### config.mk
export PLATFORM = sky130hd
export DESIGN_NAME = ppc_regs
export DESIGN_NICKNAME = d
export VERILOG_FILES = /design/src/ppc_pkg.sv /design/src/ppc_regs.sv
export SDC_FILE = /design/constraint.sdc
export NUM_CORES = 1
export LEC_CHECK = 0
export BUFFER_PORTS_ARGS = -buffer_cell sky130_fd_sc_hd__buf_4
export CORE_MARGIN = 10
export CORE_UTILIZATION = 35
export CTS_BUF_LIST = sky130_fd_sc_hd__clkbuf_16
export DETAILED_ROUTE_END_ITERATION = 16
export SYNTH_ARGS = -nofsm -noshare
export SYNTH_HDL_FRONTEND = slang
export SYNTH_SLANG_ARGS = --single-unit
### constraint.sdc
create_clock -name i_mclk -period 5.6 [get_ports i_mclk]
set_clock_uncertainty 0.15 [all_clocks]
set_input_delay 0.28 -clock i_mclk [delete_from_list [all_inputs] [get_ports i_mclk]]
set_output_delay 0.28 -clock i_mclk [all_outputs]
set_load 0.005 [all_outputs]
### src/ppc_pkg.sv
// constants for the port pad configuration register bank
package ppc_pkg;
	// ************************************************
	// register byte addresses
	// ************************************************
	localparam logic [15:0] PPC_ADDR_P0L_DRV = 16'hF080;
	localparam logic [15:0] PPC_ADDR_P0H_DRV = 16'hF082;
	localparam logic [15:0] PPC_ADDR_P1L_DRV = 16'hF084;
	localparam logic [15:0] PPC_ADDR_P1H_DRV = 16'hF086;
	localparam logic [15:0] PPC_ADDR_P2_DRV = 16'hF088;
	localparam logic [15:0] PPC_ADDR_P3_DRV = 16'hF08A;
	localparam logic [15:0] PPC_ADDR_P4_DRV = 16'hF08C;
	localparam logic [15:0] PPC_ADDR_P6_DRV = 16'hF08E;
	localparam logic [15:0] PPC_ADDR_P7_DRV = 16'hF090;
	localparam logic [15:0] PPC_ADDR_P8_DRV = 16'hF092;
	localparam logic [15:0] PPC_ADDR_THRESH = 16'hF1C4;
	// open-drain registers, extended space
	localparam logic [15:0] PPC_ADDR_OD2 = 16'hF1C6;
	localparam logic [15:0] PPC_ADDR_OD3 = 16'hF1C8;
	localparam logic [15:0] PPC_ADDR_OD4 = 16'hF1CA;
	localparam logic [15:0] PPC_ADDR_OD6 = 16'hF1CC;
	localparam logic [15:0] PPC_ADDR_OD7 = 16'hF1CE;
	localparam logic [15:0] PPC_ADDR_OD8 = 16'hF1D0;
	// ************************************************
	// reset values and implemented-bit masks
	// ************************************************
	localparam logic [15:0] PPC_RST_16 = 16'h0000;
	localparam logic [7:0] PPC_RST_8 = 8'h00;
	localparam logic [7:0] PPC_THRESH_MASK = 8'hDF;
	localparam logic [15:0] PPC_OD3_MASK = 16'hBFFF;
	localparam logic [15:0] PPC_DRV3_MASK = 16'hFFFF;
	// ************************************************
	// field codes
	// ************************************************
	localparam logic [1:0] PPC_EDGE_FAST = 2'h0;
	localparam logic [1:0] PPC_EDGE_SLOW = 2'h1;
	localparam logic [1:0] PPC_DRV_MAX = 2'h0;
	localparam logic [1:0] PPC_DRV_DYN = 2'h1;
	localparam logic [1:0] PPC_DRV_LOW = 2'h2;
	localparam int PPC_SLOW_EDGE_NS = 60;
endpackage

### src/ppc_regs.sv
// port pad configuration register bank
// Notes on behaviour
// - bit 0 push-pull, 1 open drain
// - open-drain registers only ports 2,3,4,6,7,8
// - open-drain registers in extended space
// - threshold per byte of each port
// - threshold bits order, reset zero
// - threshold never touches direction or mode
// - nibble n: edge 4n+1:4n, drive 4n+3:4n+2
// - edge 00 fast, 01 slow ~60 ns
// - drive 00 max, 01 dynamic, 10 reduced
// - 8-bit registers read zero above bit 7
// - ten drive registers F080h..F092h
`timescale 1ns/1ps
module ppc_regs
	import ppc_pkg::*;
(
	// clock and reset
	input wire logic i_mclk,
	input wire logic i_reset,
	// register port
	input wire logic [15:0] i_addr,
	input wire logic [15:0] i_wdata,
	input wire logic i_wr,
	input wire logic i_rd,
	output logic [15:0] o_rdata,
	// pad drive controls: edge/drive per nibble
	output logic [7:0] o_p0l_drive,
	output logic [7:0] o_p0h_drive,
	output logic [7:0] o_p1l_drive,
	output logic [7:0] o_p1h_drive,
	output logic [15:0] o_p2_drive,
	output logic [15:0] o_p3_drive,
	output logic [7:0] o_p4_drive,
	output logic [7:0] o_p6_drive,
	output logic [7:0] o_p7_drive,
	output logic [7:0] o_p8_drive,
	// input threshold selection
	output logic [7:0] o_threshold,
	// open-drain per line
	output logic [15:0] o_od2,
	output logic [15:0] o_od3,
	output logic [7:0] o_od4,
	output logic [7:0] o_od6,
	output logic [7:0] o_od7,
	output logic [7:0] o_od8
);
	// ************************************************
	// state
	// ************************************************
	logic [7:0] d8_r [8];
	logic [7:0] d8_nxt [8];
	logic [15:0] p2d_r, p2d_nxt, p3d_r, p3d_nxt;
	logic [7:0] thr_r, thr_nxt;
	logic [15:0] od2_r, od2_nxt, od3_r, od3_nxt;
	logic [7:0] od8b_r [4];
	logic [7:0] od8b_nxt [4];
	logic [15:0] rdata_r, rdata_nxt;

	// index of 8-bit drive registers: p0l p0h p1l p1h p4 p6 p7 p8
	function automatic int drv8_index(input logic [15:0] a);
		case (a)
			PPC_ADDR_P0L_DRV: drv8_index = 0;
			PPC_ADDR_P0H_DRV: drv8_index = 1;
			PPC_ADDR_P1L_DRV: drv8_index = 2;
			PPC_ADDR_P1H_DRV: drv8_index = 3;
			PPC_ADDR_P4_DRV: drv8_index = 4;
			PPC_ADDR_P6_DRV: drv8_index = 5;
			PPC_ADDR_P7_DRV: drv8_index = 6;
			PPC_ADDR_P8_DRV: drv8_index = 7;
			default: drv8_index = -1;
		endcase
	endfunction

	// index of 8-bit open-drain registers: p4 p6 p7 p8
	function automatic int od8_index(input logic [15:0] a);
		case (a)
			PPC_ADDR_OD4: od8_index = 0;
			PPC_ADDR_OD6: od8_index = 1;
			PPC_ADDR_OD7: od8_index = 2;
			PPC_ADDR_OD8: od8_index = 3;
			default: od8_index = -1;
		endcase
	endfunction

	// ************************************************
	// write decode and read mux
	// ************************************************
	// fields are stored raw; reserved codes are passed to the pad as written
	always_comb
	begin
		int di;
		int oi;
		di = drv8_index(i_addr);
		oi = od8_index(i_addr);
		d8_nxt = d8_r;
		od8b_nxt = od8b_r;
		p2d_nxt = p2d_r;
		p3d_nxt = p3d_r;
		thr_nxt = thr_r;
		od2_nxt = od2_r;
		od3_nxt = od3_r;
		rdata_nxt = 16'h0000;
		if (i_wr && di >= 0)
			d8_nxt[di] = i_wdata[7:0];
		if (i_wr && i_addr == PPC_ADDR_P2_DRV)
			p2d_nxt = i_wdata;
		if (i_wr && i_addr == PPC_ADDR_P3_DRV)
			p3d_nxt = i_wdata & PPC_DRV3_MASK;
		if (i_wr && i_addr == PPC_ADDR_THRESH)
			thr_nxt = i_wdata[7:0] & PPC_THRESH_MASK;
		if (i_wr && i_addr == PPC_ADDR_OD2)
			od2_nxt = i_wdata;
		if (i_wr && i_addr == PPC_ADDR_OD3)
			od3_nxt = i_wdata & PPC_OD3_MASK;
		if (i_wr && oi >= 0)
			od8b_nxt[oi] = i_wdata[7:0];
		// 8-bit registers read high byte zero
		if (i_rd)
		begin
			if (di >= 0)
				rdata_nxt = {8'h00, d8_r[di]};
			else if (oi >= 0)
				rdata_nxt = {8'h00, od8b_r[oi]};
			else
			begin
				case (i_addr)
					PPC_ADDR_P2_DRV: rdata_nxt = p2d_r;
					PPC_ADDR_P3_DRV: rdata_nxt = p3d_r;
					PPC_ADDR_THRESH: rdata_nxt = {8'h00, thr_r};
					PPC_ADDR_OD2: rdata_nxt = od2_r;
					PPC_ADDR_OD3: rdata_nxt = od3_r;
					default: rdata_nxt = 16'h0000; // unmapped reads zero
				endcase
			end
		end
	end

	// ************************************************
	// registers
	// ************************************************
	// registered static pad controls
	always_ff @(posedge i_mclk or posedge i_reset)
	begin
		if (i_reset)
		begin
			for (int k = 0; k < 8; k++)
				d8_r[k] <= PPC_RST_8;
			for (int k = 0; k < 4; k++)
				od8b_r[k] <= PPC_RST_8;
			p2d_r <= PPC_RST_16;
			p3d_r <= PPC_RST_16;
			thr_r <= PPC_RST_8;
			od2_r <= PPC_RST_16;
			od3_r <= PPC_RST_16;
			rdata_r <= PPC_RST_16;
		end
		else
		begin
			d8_r <= d8_nxt;
			od8b_r <= od8b_nxt;
			p2d_r <= p2d_nxt;
			p3d_r <= p3d_nxt;
			thr_r <= thr_nxt;
			od2_r <= od2_nxt;
			od3_r <= od3_nxt;
			rdata_r <= rdata_nxt;
		end
	end

	// ************************************************
	// outputs
	// ************************************************
	// edge codes reach pads raw
	// nibble fields pass straight to pads
	assign o_p0l_drive = d8_r[0];
	assign o_p0h_drive = d8_r[1];
	assign o_p1l_drive = d8_r[2];
	assign o_p1h_drive = d8_r[3];
	assign o_p2_drive = p2d_r;
	assign o_p3_drive = p3d_r;
	assign o_p4_drive = d8_r[4];
	assign o_p6_drive = d8_r[5];
	assign o_p7_drive = d8_r[6];
	assign o_p8_drive = d8_r[7];
	// threshold is a separate output only
	assign o_threshold = thr_r;
	// open-drain bit per line, 1 = open drain
	assign o_od2 = od2_r;
	assign o_od3 = od3_r;
	assign o_od4 = od8b_r[0];
	assign o_od6 = od8b_r[1];
	assign o_od7 = od8b_r[2];
	assign o_od8 = od8b_r[3];
	assign o_rdata = rdata_r;
endmodule

==> out/qor.yml <==
global_routing:
  grt_pass1_vias: 6628
  grt_max_degree: 97
  antenna_found_initial: 0
  overflow: 0
  grt_pass1_wl_microns: 44300
  track_usage_pct: 19.2
setup_path:
  required_ns: 5.78
  cp-end-kind: "flop"
  critPathKind: "in2reg"
  cp-startpoint: "i_addr[6]"
  endpoint: "o_rdata[7]"
  startpoint_type: "input pin"
  arrival_ns: 3.15
  reg2regPathDepth: 3
  r2r_end: "o_rdata[6]"
  path_max_fanout: 12
  r2r_slack_ns: 3.83
  reg2reg_from: "o_p3_drive[6]"
power_and_ir_drop:
  p_total_mw: 2.63
  power_density_nw_per_um2: 242
  power.leakage_nw: 5.50
  irDropWorstVdd_mv: 0.187
timing:
  worst_pin_slew_ns: 1.08
  max_freq_mhz: 336
  hold_violations: 0
  finalCritPeriodShare_pct: 53.1
  worst_slack_ns: 2.63
  fin_crit_ns: 2.97
  finalSetupTns_ns: 0
  rsz0062_at_grt: "no"
  drv_slew: 0
  relSlewSlack_pct: 27.5
  finalSetupViolations: 0
synth:
  synthFlopType: "dfrtp_1"
  synth_area_sq_um: 8270
  ys_seq_area_share_pct: 55.1
  syn_area_per_cell_sq_um: 13.2
  syn_inst: 625
  yosysWarnings: 0
  synthArstFlopShare_pct: 100
  synth_cell_types: 60
  ys_seq_elements: 182
  synth_edf_count: 0
route:
  drc_errors: 0
  routed_wl_microns: 29500
  viasPerCell: 5.44
  drt_iter0_drc: 455
  first_pass_iters: 4
  post_drt_wl_per_cell_microns: 25.2
  ant_nets: 0
  dr_total_vias: 6381
placed_design:
  place_congestion: 0.831
  place_hpwl_microns: 21500
  io_buffers: 217
  place_ws_ns: 2.22
floorplan:
  start_util_pct: 35.5
  core_region_area_sq_um: 23300
  ios: 220
  die_w_microns: 174
  num_rows: 56
  die_area_sq_um: 30200
  die_h_microns: 174
cells_and_area:
  regArea_sq_um: 4550
  drive_above_1_share_pct: 51.7
  layout.nets: 876
  final_common_cell: "buf_4"
  insertedDiodeCount: 0
  syn_to_final_growth_pct: 31.1
  multi_input_area_sq_um: 3540
  fill_cells: 2169
  final_cell_mix: "222 x buf_4, 182 x dfrtp_1, 166 x mux2_2"
cts:
  cts_tree: "yes"
  clock_sinks: 182
  clkTransAtPathRegs_ns: 0.07
  clk_path_buf_depth: 2
  cts-buffers-inserted: 17
  clkLatencyLatePin_ns: 0.43
  cts-resized-gates: 0
  clock-root-buffer: "clkbuf_16"
  htree_num_levels: 4
status:
  status: "completed"
flow_run:
  maxCapViolations: 0
worst_hold_path:
  hold_class: "in2reg"
## per-stage QoR
step / hold slack (ns) / cell area (sq um) / cells / utilization (%)
floorplan: 0.256 / 8280 / 626 / -
global placement: 0.367 / 10200 / 1130 / 43.6
detailed placement: 0.370 / 10200 / 1130 / 43.6
CTS: 0.125 / 10800 / 1172 / 46.5
global route: 0.141 / 10800 / 1172 / 46.5
finish: 0.142 / 10800 / 1172 / 46.5
## registers in the layout, indices dropped and copies added, names as in the netlist, 15 cells and up
| name | cells |
|---|---|
| o_od2 | 16 |
| o_p2_drive | 16 |
| o_p3_drive | 16 |
| o_rdata | 16 |
| o_od3 | 15 |
## metal layers
layer,wire (microns),vias to the layer above,track usage [%]
li1,-,2822,-
met4,566,0,4.99
met5,0,-,0
met2,14000,241,30.6
met1,12700,3286,24.2
met3,2240,32,6.73
## worst max-delay path: stages
cell	delay [ns]
buf_4	0.12
nor4b_2	0.70
nand3_2	0.43
nor3_2	0.84
o21ai_0	0.18
o31a_1	0.34
a221oi_1	0.26
## how the worst min path moves through the flow
stage                         from  cells after the start  slack (ns)              to
global placement     o_p3_drive[5]                      1        0.37   o_p3_drive[5]
floorplan                     i_rd                      1        0.26      o_rdata[1]
CTS                     i_wdata[5]                      2        0.12  o_p1h_drive[5]
finish                  i_wdata[0]                      2        0.14  o_p1h_drive[0]
global route            i_wdata[7]                      2        0.14   o_p6_drive[7]
detailed placement  o_p3_drive[15]                      1        0.37  o_p3_drive[15]
## Yosys cell counts (7+ instances only)
cell type	count	area share [%]
mux2_2	166	23
clkbuf_1	23	1.0
o22ai_1	21	1.6
a21oi_1	14	0.85
nor2_1	22	1.0
o31ai_1	9	0.82
a221oi_1	11	1.2
dfrtp_1	182	55
nand2_1	13	0.59
mux2i_1	9	1.1
nand3_1	7	0.42
a22oi_1	19	1.7
buf_2	10	0.61
o21ai_0	14	0.85
nor3_1	9	0.54
## report_power, final
part	leakage (nW)	total (mW)	internal (mW)	switching, mW
combinational	2.67	0.120	0.0354	0.0850
sequential	2.54	1.31	1.31	0.000400
clock	0.284	1.19	0.626	0.565
## logic make-up after synthesis
group | after synthesis | share of synthesized area [%]
xor+xnor | 1 | 0.106
buf+inv | 42 | 2.24
simple gates | 105 | 8.56
mux | 175 | 23.7
compound gates | 119 | 10.3
other cells | 1 | 0.0453
flops | 182 | 55.1
## cell type report
class,count,area share [%]
Timing Repair Buffer,232,16.3
Sequential cell,182,42.0
Inverter,5,0.219
Clock inverter,15,1.29
Clock buffer,17,3.92
Multi-Input combinational cell,402,32.6
Tap cell,319,3.68
## timing repair
item	4_1_cts	5_1_grt
hold endpoints to repair	128	0
setup buffers	0	0
hold buffers	10	0
(Power assumes the default switching activity.)
